[config.mk]
export PLATFORM = sky130hd
export DESIGN_NAME = fmc_master
export DESIGN_NICKNAME = d
export VERILOG_FILES = /design/src/fmc_pkg.sv /design/src/fmc_master.sv /design/src/fmc_buf2.sv
export SDC_FILE = /design/constraint.sdc
export NUM_CORES = 1
export LEC_CHECK = 0
export BUFFER_PORTS_ARGS = -buffer_cell sky130_fd_sc_hd__buf_2
export CAP_MARGIN = 20
export CORE_MARGIN = 2
export CORE_UTILIZATION = 55
export DETAILED_ROUTE_END_ITERATION = 12
export GPL_ROUTABILITY_DRIVEN = 0
export GPL_TIMING_DRIVEN = 0
export PLACE_DENSITY = 0.85
export SYNTH_ARGS = -nofsm -noshare
export SYNTH_HDL_FRONTEND = slang
export SYNTH_SLANG_ARGS = --single-unit
[constraint.sdc]
create_clock -name CLK_I -period 4.5 [get_ports CLK_I]
set_input_delay 1.125 -clock CLK_I [delete_from_list [all_inputs] [get_ports CLK_I]]
set_output_delay 1.125 -clock CLK_I [all_outputs]
set_load 0.02 [all_outputs]
[src/fmc_pkg.sv]
// Purpose: Shared constants for the fieldbus master cycle framer
// Assumes: 250 MHz system clock
// Notes: Times are kept in their own unit, cycle counts derived here
package fmc_pkg;
    localparam int CLK_MHZ = 250;
    localparam int CYCLE_US_DEF = 1000;     // Main task period, us (1/2/4 ms)
    localparam int CYCLE_CNT_DEF = CYCLE_US_DEF * CLK_MHZ;
    localparam int MAX_SLAVES = 36;
    localparam int WORD_W = 16;
    localparam int WORDS_PER_SLAVE = 4;
    localparam int SLV_W = 6;
    // Service request kinds
    localparam logic [1:0] SVC_RD_PARAM = 2'h0;
    localparam logic [1:0] SVC_WR_PARAM = 2'h1;
    localparam logic [1:0] SVC_RD_ERROR = 2'h2;
    // Communication states
    typedef enum logic [1:0] {
        ST_INIT = 2'b00,
        ST_PREOP = 2'b01,
        ST_OP = 2'b10
    } fmc_comm_t;
    // Frame phases
    typedef enum logic [1:0] {
        PH_IDLE = 2'b00,
        PH_SEND = 2'b01,
        PH_WAIT = 2'b10,
        PH_SVC = 2'b11
    } fmc_phase_t;
endpackage

[src/fmc_master.sv]
// Purpose: Master-side cyclic and service data framer for a slave chain
// Assumes: Link pins are synchronous words; one clock, CE freezes all
// Notes: Frame carries WORDS_PER_SLAVE words per slave through the chain
// Functional notes
// - Once each task period the master sends output data to every slave and collects input data back.
// - Service transfers run only while a request waits, between cyclic frames.
// - The link starts in Init, climbs to Operational, and cyclic control runs only there.
// - A missed frame or service return in Operational drops back to Init until reconnect is asked.
// - One frame passes all slaves in order and returns through them to the master.
// - Output words go master to slave, input words come slave to master.
`timescale 1ns/100ps
module fmc_master #(
    parameter int CYCLE_CNT = fmc_pkg::CYCLE_CNT_DEF,
    parameter int NSLV = fmc_pkg::MAX_SLAVES
) (
    // Clock, reset and enable
    input wire logic CLK_I,
    input wire logic RESET_I,
    input wire logic CE_I,
    // Control
    input wire logic START_I,
    input wire logic RECONNECT_I,
    output logic [1:0] COMM_STATE_O,
    output logic COMM_ERR_O,
    // Output process data source
    input wire logic [fmc_pkg::WORD_W-1:0] OUT_DATA_I,
    output logic OUT_REQ_O,
    // Input process data sink
    output logic IN_VALID_O,
    input wire logic IN_READY_I,
    output logic [fmc_pkg::WORD_W-1:0] IN_DATA_O,
    output logic CYCLE_DONE_O,
    // Service request
    input wire logic SVC_REQ_I,
    input wire logic [1:0] SVC_KIND_I,
    input wire logic [fmc_pkg::SLV_W-1:0] SVC_SLAVE_I,
    input wire logic [fmc_pkg::WORD_W-1:0] SVC_WDATA_I,
    output logic SVC_BUSY_O,
    output logic SVC_DONE_O,
    output logic [fmc_pkg::WORD_W-1:0] SVC_RDATA_O,
    // Link to chain
    output logic TX_VALID_O,
    output logic TX_SOF_O,
    output logic TX_SVC_O,
    output logic [fmc_pkg::WORD_W-1:0] TX_DATA_O,
    input wire logic RX_VALID_I,
    input wire logic [fmc_pkg::WORD_W-1:0] RX_DATA_I
);
    localparam int FW = NSLV * fmc_pkg::WORDS_PER_SLAVE;
    localparam int TW = $clog2(CYCLE_CNT + 1);
    localparam int IW = $clog2(FW + 1);

    fmc_pkg::fmc_comm_t st, next_st;
    fmc_pkg::fmc_phase_t ph, next_ph;
    logic [TW-1:0] tmr, next_tmr;
    logic [IW-1:0] tx_idx, next_tx_idx, rx_idx, next_rx_idx;
    logic err, next_err;
    logic svc_pend, next_svc_pend;
    logic [1:0] svc_kind, next_svc_kind;
    logic [fmc_pkg::SLV_W-1:0] svc_slv, next_svc_slv;
    logic [fmc_pkg::WORD_W-1:0] svc_wd, next_svc_wd;
    logic [fmc_pkg::WORD_W-1:0] svc_rd, next_svc_rd;
    logic svc_done, next_svc_done, cyc_done, next_cyc_done;
    logic tx_v, next_tx_v, tx_sof, next_tx_sof, tx_svc, next_tx_svc;
    logic [fmc_pkg::WORD_W-1:0] tx_d, next_tx_d;
    logic buf_ready, tick, rx_last, frame_ok;
    logic buf_in_v;

    assign tick = (tmr == TW'(CYCLE_CNT - 1));
    assign rx_last = RX_VALID_I && (rx_idx == IW'(FW - 1));
    // Input words only land in the buffer on a cyclic frame
    assign buf_in_v = RX_VALID_I && (ph == fmc_pkg::PH_WAIT);

    // Communication state, frame phase and indices
    always_comb begin
        next_st = st;
        next_ph = ph;
        next_tmr = tick ? '0 : tmr + TW'(1);
        next_tx_idx = tx_idx;
        next_rx_idx = rx_idx;
        next_err = err;
        next_svc_pend = svc_pend;
        next_svc_kind = svc_kind;
        next_svc_slv = svc_slv;
        next_svc_wd = svc_wd;
        next_svc_rd = svc_rd;
        next_svc_done = 1'b0;
        next_cyc_done = 1'b0;
        next_tx_v = 1'b0;
        next_tx_sof = 1'b0;
        next_tx_svc = 1'b0;
        next_tx_d = tx_d;
        frame_ok = 1'b0;
        // Latch a request; it waits for a gap between frames
        if (SVC_REQ_I && !svc_pend) begin
            next_svc_pend = 1'b1;
            next_svc_kind = SVC_KIND_I;
            next_svc_slv = SVC_SLAVE_I;
            next_svc_wd = SVC_WDATA_I;
        end
        unique case (st)
            fmc_pkg::ST_INIT: begin
                next_ph = fmc_pkg::PH_IDLE;
                if (RECONNECT_I || (START_I && !err)) begin
                    next_st = fmc_pkg::ST_PREOP;
                    next_err = 1'b0;
                end
            end
            fmc_pkg::ST_PREOP: begin
                if (tick) begin
                    next_st = fmc_pkg::ST_OP;
                end
            end
            fmc_pkg::ST_OP: begin
                unique case (ph)
                    fmc_pkg::PH_IDLE: begin
                        if (tick) begin
                            next_ph = fmc_pkg::PH_SEND;
                            next_tx_idx = '0;
                            next_rx_idx = '0;
                        end else if (svc_pend) begin
                            next_ph = fmc_pkg::PH_SVC;
                            next_tx_v = 1'b1;
                            next_tx_svc = 1'b1;
                            next_tx_sof = 1'b1;
                            next_tx_d = {svc_kind, 8'h00, svc_slv};
                            next_rx_idx = '0;
                            // Index is left at FW by a cyclic frame
                            next_tx_idx = '0;
                        end
                    end
                    fmc_pkg::PH_SEND: begin
                        // One frame word per clock, WORDS_PER_SLAVE words per slave, in chain order
                        next_tx_v = 1'b1;
                        next_tx_sof = (tx_idx == '0);
                        next_tx_d = OUT_DATA_I;
                        next_tx_idx = tx_idx + IW'(1);
                        if (tx_idx == IW'(FW - 1)) begin
                            next_ph = fmc_pkg::PH_WAIT;
                        end
                    end
                    fmc_pkg::PH_WAIT: begin
                        if (RX_VALID_I) begin
                            next_rx_idx = rx_idx + IW'(1);
                        end
                        if (rx_last) begin
                            next_ph = fmc_pkg::PH_IDLE;
                            next_cyc_done = 1'b1;
                            frame_ok = 1'b1;
                        end
                    end
                    fmc_pkg::PH_SVC: begin
                        next_tx_v = (tx_idx == '0);
                        next_tx_svc = next_tx_v;
                        next_tx_d = svc_wd;
                        next_tx_idx = IW'(1);
                        if (RX_VALID_I) begin
                            next_svc_rd = RX_DATA_I;
                            next_svc_done = 1'b1;
                            next_svc_pend = 1'b0;
                            next_ph = fmc_pkg::PH_IDLE;
                        end
                    end
                endcase
                // Missing return before the next period start
                if (tick && (ph == fmc_pkg::PH_WAIT || ph == fmc_pkg::PH_SEND
                        || ph == fmc_pkg::PH_SVC) && !frame_ok) begin
                    next_err = 1'b1;
                    next_st = fmc_pkg::ST_INIT;
                    next_ph = fmc_pkg::PH_IDLE;
                    // Link goes quiet at once, no word of a cut frame
                    next_tx_v = 1'b0;
                    next_tx_sof = 1'b0;
                    next_tx_svc = 1'b0;
                end
            end
            default: begin
                next_st = fmc_pkg::ST_INIT;
            end
        endcase
        if (ph == fmc_pkg::PH_SVC && next_ph != fmc_pkg::PH_SVC) begin
            next_tx_idx = '0;
        end
    end

    always_ff @(posedge CLK_I or posedge RESET_I) begin
        if (RESET_I) begin
            st <= fmc_pkg::ST_INIT;
            ph <= fmc_pkg::PH_IDLE;
            tmr <= '0;
            tx_idx <= '0;
            rx_idx <= '0;
            err <= 1'b0;
            svc_pend <= 1'b0;
            svc_kind <= 2'h0;
            svc_slv <= '0;
            svc_wd <= '0;
            svc_rd <= '0;
            svc_done <= 1'b0;
            cyc_done <= 1'b0;
            tx_v <= 1'b0;
            tx_sof <= 1'b0;
            tx_svc <= 1'b0;
            tx_d <= '0;
        end else if (CE_I) begin
            st <= next_st;
            ph <= next_ph;
            tmr <= next_tmr;
            tx_idx <= next_tx_idx;
            rx_idx <= next_rx_idx;
            err <= next_err;
            svc_pend <= next_svc_pend;
            svc_kind <= next_svc_kind;
            svc_slv <= next_svc_slv;
            svc_wd <= next_svc_wd;
            svc_rd <= next_svc_rd;
            svc_done <= next_svc_done;
            cyc_done <= next_cyc_done;
            tx_v <= next_tx_v;
            tx_sof <= next_tx_sof;
            tx_svc <= next_tx_svc;
            tx_d <= next_tx_d;
        end
    end

    // Returned input words, buffered so a one-cycle stall of the sink loses nothing
    fmc_buf2 #(
        .W(fmc_pkg::WORD_W)
    ) u_inbuf (
        .clk_i(CLK_I),
        .reset_i(RESET_I),
        .ce_i(CE_I),
        .in_valid_i(buf_in_v),
        .in_ready_o(buf_ready),
        .in_data_i(RX_DATA_I),
        .out_valid_o(IN_VALID_O),
        .out_ready_i(IN_READY_I),
        .out_data_o(IN_DATA_O)
    );

    // Outputs; a word arriving at a full buffer with the sink stalled is an overrun, seen as error
    assign COMM_STATE_O = st;
    assign COMM_ERR_O = err || (buf_in_v && !buf_ready);
    assign OUT_REQ_O = (st == fmc_pkg::ST_OP) && (ph == fmc_pkg::PH_SEND);
    assign CYCLE_DONE_O = cyc_done;
    assign SVC_BUSY_O = svc_pend;
    assign SVC_DONE_O = svc_done;
    assign SVC_RDATA_O = svc_rd;
    assign TX_VALID_O = tx_v;
    assign TX_SOF_O = tx_sof;
    assign TX_SVC_O = tx_svc;
    assign TX_DATA_O = tx_d;
endmodule // fmc_master

[src/fmc_buf2.sv]
// Purpose: Two-entry buffer with valid/ready on both sides
// Assumes: Single clock, synchronous enable
// Notes: Full throughput; a pop frees a full slot within the same cycle
`timescale 1ns/100ps
module fmc_buf2 #(
    parameter int W = 16
) (
    // Clock, reset and enable
    input wire logic clk_i,
    input wire logic reset_i,
    input wire logic ce_i,
    // Write side
    input wire logic in_valid_i,
    output logic in_ready_o,
    input wire logic [W-1:0] in_data_i,
    // Read side
    output logic out_valid_o,
    input wire logic out_ready_i,
    output logic [W-1:0] out_data_o
);
    logic [W-1:0] mem [2];
    logic [1:0] cnt;
    logic rd, wr;
    logic [1:0] next_cnt;
    logic next_rd, next_wr;

    // Full but draining still takes a word: the writer cannot stall, so
    // a one-cycle stall of the reader must not drop the next word
    assign in_ready_o = (cnt != 2'h2) || out_ready_i;
    assign out_valid_o = (cnt != 2'h0);
    assign out_data_o = mem[rd];

    // Occupancy and pointers
    always_comb begin
        logic push, pop;
        push = in_valid_i && in_ready_o;
        pop = out_valid_o && out_ready_i;
        next_cnt = cnt + {1'b0, push} - {1'b0, pop};
        next_wr = push ? ~wr : wr;
        next_rd = pop ? ~rd : rd;
    end

    always_ff @(posedge clk_i or posedge reset_i) begin
        if (reset_i) begin
            cnt <= 2'h0;
            rd <= 1'b0;
            wr <= 1'b0;
        end else if (ce_i) begin
            cnt <= next_cnt;
            rd <= next_rd;
            wr <= next_wr;
        end
    end

    // Storage carries no reset; only valid entries are ever read
    always_ff @(posedge clk_i) begin
        if (ce_i && in_valid_i && in_ready_o) begin
            mem[wr] <= in_data_i;
        end
    end
endmodule // fmc_buf2

# Word level (Yosys, flattened, before mapping)
# Memories as Yosys holds them, arrays and structs flattened.
# Cells that the tools add are included.
# word_totals
reg_bits	105
ram_bits	32
elab_cells	136
n_memories	1
# classes
n_addsub	5
n_eq_ne	18
mux	50
bitwise	2
reduce_logical	40
# mem_list
name	words	width	read_ports	rd_ports_with_merged_regs	write_ports	line_no	rtl
u_inbuf.mem	2	16	1	0	1	fmc_buf2.sv:21	logic [W-1:0] mem [2];
# op_table
cell	count
$pmux 16 s3	1
$mux 8	5
$mux 16	2
$pmux 8 s3	1
$mux 1	23
$add 18x1->18 const B	1
$eq 18x18->1 const B	1
$mux 18	1
$mux 2	9
$add 8x1->8 const B	2
$eq 8x8->1 const B	2
$ne 2x2->1 const B	8
$pmux 8 s2	1
$reduce_and 4->1	4
$logic_and 1x1->1	13
$reduce_and 5->1	2
$logic_not 8->1	1
$pmux 2 s4	1
$reduce_bool 2->1	4
$eq 2x2->1 const B	3
$pmux 1 s2	3
$pmux 2 s3	1
$reduce_and 2->1	3
$logic_or 1x1->1	5
12 further kinds	18

# Longest topological paths before layout
# Gate-level depths: netlist of the first run.
# depth
word_depth	13
mapped_depth	10

# Modules after synthesis
# A second synthesis of the first run with hierarchy kept.
# unflattened
cells_unflattened	510
area_unflattened_um2	6143.4
# by_module_without_submodules
module	instances	cells_per_inst	area_per_inst_um2	seq_area_each_um2
fmc_master	1	438	4753.3	2527.4
fmc_buf2	1	72	1390.1	1061.0

# Worst setup path before layout of the first run
# No wires, ideal clock.
# synth_timing
path_kind	input port to flip-flop
start	in RX_VALID_I
end	mem u_inbuf.mem[0][0], enable pin
setup_time_ns	0.388
arrival_ns	2.484
t_required_ns	4.112
path_slack_ns	1.628
stages	5
n_path_buf	1
cell_sequence	clkbuf_1 nand2_1 nor2_1 nand2_1 nor2_1
# synth_via
elab_chain_cells	5
# synth_rtl
item	line_no	rtl
start: declaration	fmc_master.sv:46	input wire logic RX_VALID_I,
$logic_and 1x1->1	fmc_master.sv:72	assign buf_in_v = RX_VALID_I && (ph == fmc_pkg::PH_WAIT);
$logic_and 1x1->1 (2 in series)	fmc_buf2.sv:57	if (ce_i && in_valid_i && in_ready_o) begin
$mux 1	fmc_buf2.sv:57	
$mux 1 (not written as such)	fmc_buf2.sv:58	mem[wr] <= in_data_i;
end: declaration	fmc_buf2.sv:21	
# Every way passes these cells.

# Worst setup path after layout of the first run
# layout_timing
start	reg u_inbuf.rd
end	out IN_DATA_O[7] in the netlist's numbering
# layout_via
elab_chain_cells	1
# layout_rtl
item	line_no	rtl
start: declaration	fmc_buf2.sv:23	logic rd, wr;
start signal: assignment	fmc_buf2.sv:50	rd <= next_rd;
$mem_v2 2x16	-	
end: declaration	fmc_master.sv:31	output logic [fmc_pkg::WORD_W-1:0] IN_DATA_O,
# Every way passes these cells.

==> results.cfg, run 1 <==
[routing]
mean_routed_wirelength_per_cell_um = 17.99
drc = 0
num_vias = 5011
via_per_inst = 5.909
final_antenna_net_count = 0
drtPass1Iterations = 5
drt_first_iter_violations = 554
overall_routed_net_length_um = 15250

[finish]
final_nets = 767
instances_no_fill = 848
post_route_cells_drive_above_1_share_pct = 30.92
num_antenna_cells = 0
final_core_util_pct = 68.38
area_growth_syn_to_layout_pct = 22.13

[placement]
dpl.cell_count = 816
dpl.hpwl_um = 10650
placement.io_buffers = 121
preCtsSetupSlack_ps = 1133

[timing]
grt_setup_unrepaired = false
clock.fmax_mhz = 299.8
period_needed_ps = 3335
report.final.setup_viol = 0
worst_hold_slack_ps = 486.1
worst_slew_margin_rel_pct = 41.09
hold_violations = 0
post-route-period-util_pct = 74.12
fin_skew_ps = 14.66
totalNegativeSetupSlack_ps = 0
layout_setup_ws_ps = 1165
worst_pin_slew_ps = 880.4
count_of_pins_over_their_slew_limit = 0

[synthesis]
synth.cells.most_frequent = dfrtp_1, mux2_2, nand2_1
yosys-top-cells-area = dfrtp_1, edfxtp_1, mux2_2
synth_seq_area_share_pct = 56.61
netlist_area_um2 = 6339
postSynthCellCount = 550
synth-compound-area-share_pct = 13.54
synth_warnings = 0
synth_top_family_by_area = compound AO/OA/AOI/OAI gates
synthXorXnorAreaFrac_pct = 2.349
synthMuxAreaShare_pct = 10.11
synth_async_sr_flop_share_pct = 76.64
synth_enable_flop_cells = 32
synthDominantAreaCellType = dfrtp_1
yosysMostFrequentCell = dfrtp_1
ys_dominant_reg_cell = dfrtp_1
synth.avg_cell_area_um2 = 11.52
synth_simple_gate_area_share_pct = 12.24
ys_types = 62
postSynthRegisterBits = 137
synth.net_count = 625
netlist.area_leader.share_pct = 41.45
post_synth_fa_ha_maj_area_fraction_pct = 2.171

[clock_tree]
clock_sink_count = 137
cts_max_path_bufs = 2
tritoncts = done
cts_repair_resize_count = 0
cts_hold_buf = 0
cts_inserted_buffers = 17
clock_tree.htree_level_count = 4
clk-insertion-delay-late_ps = 420
cts_setup_buffers = 0
clk_pin_slew_worst_paths_ps = 60
clockRootBuffer = clkbuf_16

[worst_hold_path]
timing.hold.worst.class = flip-flop to flip-flop

[setup_path]
cell_with_the_biggest_individual_delay_on_the_critical_path = buf_1
critical_path.max_stage_delay_ps = 520
start_kind = flip-flop
arrival_ps = 2210
critical_path.max_fanout = 10
crit_type = flip-flop to primary output
path_cells = clkbuf_1 > buf_1 > mux2_2 > buf_2
endpoint_kind = primary output
cp.required_ps = 3380

[global_route]
grt_util_all_layers_pct = 25.31
maximum_number_of_pins_on_one_net_before_global_route_repair = 59
number_of_global_route_vias_before_repair = 5217
grt_antenna_before_repair = 0
grt_pass1_wl_um = 25210
overflow = 0

[flow_run]
max_cap_violations = 0

[die]
ios = 123
core-area_um2 = 11320
initial_utilization_pct = 55.99
rows = 39
dieWidth_um = 111.4
floorplan.die_area_um2 = 12400
die_h_um = 111.4

[run_status]
run_status = finished, final reports clean

[pwr]
total_leakage_power_uw = 0.003563
powerDensity_nw_per_um2 = 463.4
max-vdd-ir-drop_mv = 0.2640
## kinds of logic (layout without fill, tap and decap cells)
| family | Yosys count | in the layout |
|---|---|---|
| buffers and inverters | 45 | 200 |
| XOR/XNOR | 17 | 17 |
| flip-flops | 137 | 137 |
| adder cells (fa/ha/maj) | 11 | 11 |
| multiplexers | 57 | 57 |
| AO/OA/AOI/OAI | 122 | 122 |
| AND/OR/NAND/NOR | 161 | 161 |
## metal layers
layer	wire (um)	global-route usage, %
met4	261	10.45
met2	7825	43.98
met3	967	5.607
met5	0	0
met1	6200	30.78
## cells in the final DEF (no fill, tap or decap), types with 7 or more instances in the layout
cell,instances
a21oi_1,22
mux2_1,8
a31oi_1,13
xnor2_1,11
edfxtp_1,32
ha_1,11
dfrtp_1,105
clkbuf_1,20
inv_1,20
nand3_1,16
buf_2,122
mux2_2,48
o21ai_0,10
nand4_1,7
a22oi_1,18
nor2_1,45
o21ai_1,14
clkbuf_16,19
nand2_1,48
## layout make-up
cell class | count | area, um^2
inverter | 21 | 81.33
sequential | 137 | 3588
clock inverter | 10 | 80.08
timing repair buffer | 123 | 644.4
fill | 801 | 3580
clock buffer | 22 | 496.7
buffer | 24 | 110.1
tap | 143 | 178.9
multi-input combinational | 368 | 2561
## where the power goes
| part | switching (uW) | total, uW | internal, uW |
|---|---|---|---|
| clock | 553 | 1350 | 794 |
| sequential | 102 | 1500 | 1400 |
| combinational | 430 | 742 | 312 |
## through the flow
step / area [um^2] / total power [uW]
final: 7741 / 3587
after global routing: 7741 / 3744
after CTS: 7741 / 3598
after detailed placement: 7164 / 2251
after global placement: 7123 / 2210
after floorplan: 6339 / 2028
## registers in the layout (all words and copies together), names as in the netlist, 6 cells and up
register and cells:
svc_wd 16, SVC_RDATA_O 16, TX_DATA_O 16, rx_idx 8, tx_idx 8, u_inbuf.mem 32
svc_slv 6, tmr 18
## worst max-delay path, delay by kind of cell, from the launching register on
family,cells,cell delay [ps]
buffers and inverters,3,1050
muxes,1,420
DFF,1,320
## worst paths after layout
path / slack [ps] / endpoint / start / cells past startpoint
max reg2reg: 1640 / SVC_RDATA_O[11] / COMM_STATE_O[1] / 6
min reg2reg: 490 / SVC_DONE_O / SVC_DONE_O / 1
min in group asynchronous: 800 / SVC_RDATA_O[1] / RESET_I / 2
min: 490 / SVC_DONE_O / SVC_DONE_O / 1
max: 1160 / IN_DATA_O[7] / u_inbuf.rd / 4
max in group asynchronous: 2990 / TX_DATA_O[14] / RESET_I / 3
(Power assumes the default switching activity.)
==> inputs of run 2 (changes only) <==
==> constraint.sdc (replaced) <==
create_clock -name CLK_I -period 3.4 [get_ports CLK_I]
set_input_delay 0.85 -clock CLK_I [delete_from_list [all_inputs] [get_ports CLK_I]]
set_output_delay 0.85 -clock CLK_I [all_outputs]
set_load 0.02 [all_outputs]
==> run 2 against run 1 <==
Against the previous run: critical path depth unchanged; sequential share of layout area decreased by 0.41 points; worst hold slack hardly changed; clock power up 45%; register-to-register slack lost 1000 ps; sequential power is 32% higher; clock skew fell by 2.3 ps; design area rose by 0.89%; via count is 0.52% higher; routed wire length shrank 1.8%; setup slack worse by 790 ps; critical endpoint is now IN_DATA_O[14]; highest routed layer unchanged.
==> results.cfg, run 2 (synthesized netlist as in run 1, its figures left out) <==
[routing]
drtPass1Iterations = 6
via_per_inst = 5.933
mean_routed_wirelength_per_cell_um = 17.65
overall_routed_net_length_um = 14980
drt_first_iter_violations = 534
drc = 0
num_vias = 5037
final_antenna_net_count = 0

[setup_path]
critical_path.max_fanout = 10
cpLargestDelayFamily = buffers and inverters
path_cells = clkbuf_1 > buf_1 > mux2_2 > buf_2
critical_path.max_stage_delay_ps = 490
r2r_setup_slack_ps = 620
cp.required_ps = 2550
cell_with_the_biggest_individual_delay_on_the_critical_path = buf_1
start_kind = flip-flop
arrival_ps = 2170
critical_path_buffer_and_inverter_count = 3
endpoint_kind = primary output
crit_type = flip-flop to primary output

[finish]
registers_with_the_most_flip_flops = u_inbuf.mem: 32 flops, tmr: 18 flops
post_route_cells_drive_above_1_share_pct = 31.16
regMostFlops = u_inbuf.mem
instances_no_fill = 849
num_antenna_cells = 0
area_growth_syn_to_layout_pct = 23.21
largest_reg_flops = 32
layout.cells.most_common = buf_2
final_nets = 768
final_cell_mix = buf_2, dfrtp_1, nand2_1, mux2_2, nor2_1
final_design_area_no_fill_um2 = 7810

[timing]
clock.fmax_mhz = 331.0
worst_hold_slack_ps = 486.4
post-route-period-util_pct = 88.85
worst_pin_slew_ps = 847.0
report.final.setup_viol = 0
worst_slew_margin_rel_pct = 42.74
totalNegativeSetupSlack_ps = 0
count_of_pins_over_their_slew_limit = 0
fin_skew_ps = 12.40
grt_setup_unrepaired = false
period_needed_ps = 3021
hold_violations = 0

[clock_tree]
cts_repair_resize_count = 0
cts_max_path_bufs = 2
clockRootBuffer = clkbuf_16
clock_sink_count = 137
clk-insertion-delay-late_ps = 420
cts_setup_buffers = 0
cts_hold_buf = 0
clk_pin_slew_worst_paths_ps = 60
tritoncts = done
clock_tree.htree_level_count = 4
cts_inserted_buffers = 17

[flow_run]
max_cap_violations = 0

[pwr]
max-vdd-ir-drop_mv = 0.4344
p_seq_share_pct = 40.2
pwr-share-clk_pct = 39.8
power_frac_comb_pct = 20.0
p_int_uw = 3517
power.switching_uw = 1414
total_leakage_power_uw = 0.003591
switching_share_pct = 28.67
powerDensity_nw_per_um2 = 631.3

[placement]
dpl.cell_count = 817
placement.io_buffers = 121
dpl-instance-area_um2 = 7178
dpl.hpwl_um = 10560

[die]
floorplan.die_area_um2 = 12400
rows = 39
dieWidth_um = 111.4
core-area_um2 = 11320
die_h_um = 111.4
initial_utilization_pct = 55.99
ios = 123

[global_route]
grt_pass1_wl_um = 24820
number_of_global_route_vias_before_repair = 5060
maximum_number_of_pins_on_one_net_before_global_route_repair = 46
grt_antenna_before_repair = 0
grt_util_all_layers_pct = 25.14
overflow = 0

[run_status]
run_status = finished, final reports clean

[worst_hold_path]
timing.hold.worst.class = flip-flop to flip-flop
## run 2: changes by cell type in the layout (fill, tap and decap cells not counted)
cell / before / now
bufinv_16: 0 / 4
inv_4: 3 / 0
buf_12: 0 / 2
clkbuf_16: 19 / 17
clkinv_2: 0 / 2
clkinv_4: 3 / 1
buf_16: 1 / 0
clkbuf_1: 20 / 19
clkinvlp_4: 2 / 3
inv_6: 3 / 4
## run 2: power groups by stage
stage | Sequential, uW | Clock, uW | Combinational [uW]
after floorplan | 2000 | 0 | 682
after global placement | 1990 | 0 | 932
after detailed placement | 2010 | 0 | 972
after CTS | 1980 | 1980 | 982
after global routing | 2000 | 2070 | 1080
final | 1980 | 1960 | 984
## run 2: cell type report
cell class / count / area, um^2
multi-input combinational: 368 / 2561
fill: 809 / 3511
sequential: 137 / 3588
timing repair buffer: 124 / 656.9
clock buffer: 19 / 442.9
buffer: 24 / 110.1
tap: 143 / 178.9
clock inverter: 13 / 188.9
inverter: 21 / 82.58
## run 2: layer usage
metal,track usage (%),wire length [um],vias to the layer above
met5,0,0,-
met4,9.877,388,0
met3,5.879,979,42
met2,41.71,7483,246
met1,32.39,6130,2451
li1,-,-,2298
## run 2: path summary, 6_finish.rpt
path	startpoint	to	cells past startpoint
min in group asynchronous	RESET_I	tx_idx[3]	2
worst min-delay path	tmr[11]	tmr[11]	1
worst max register to register	COMM_STATE_O[1]	SVC_RDATA_O[11]	6
worst max-delay path	u_inbuf.rd	IN_DATA_O[14]	4
max in group asynchronous	RESET_I	svc_wd[14]	3
worst min register to register	tmr[11]	tmr[11]	1
## run 2: stage by stage
stage | power (uW) | util [%] | worst slack (ps)
final | 4930 | 68.99 | 379.1
after global routing | 5151 | 68.99 | 269.7
after CTS | 4941 | 68.99 | 325.4
after detailed placement | 2979 | 63.41 | 342.5
after global placement | 2927 | 62.95 | 268.4
after floorplan | 2685 | - | 803.0
## run 2: worst register-to-register path, delay by kind of cell, from the launching register on
family | cells | cell delay [ps]
flip-flops | 1 | 440
multiplexers | 1 | 360
AND/OR/NAND/NOR | 3 | 1060
buffers and inverters | 2 | 800
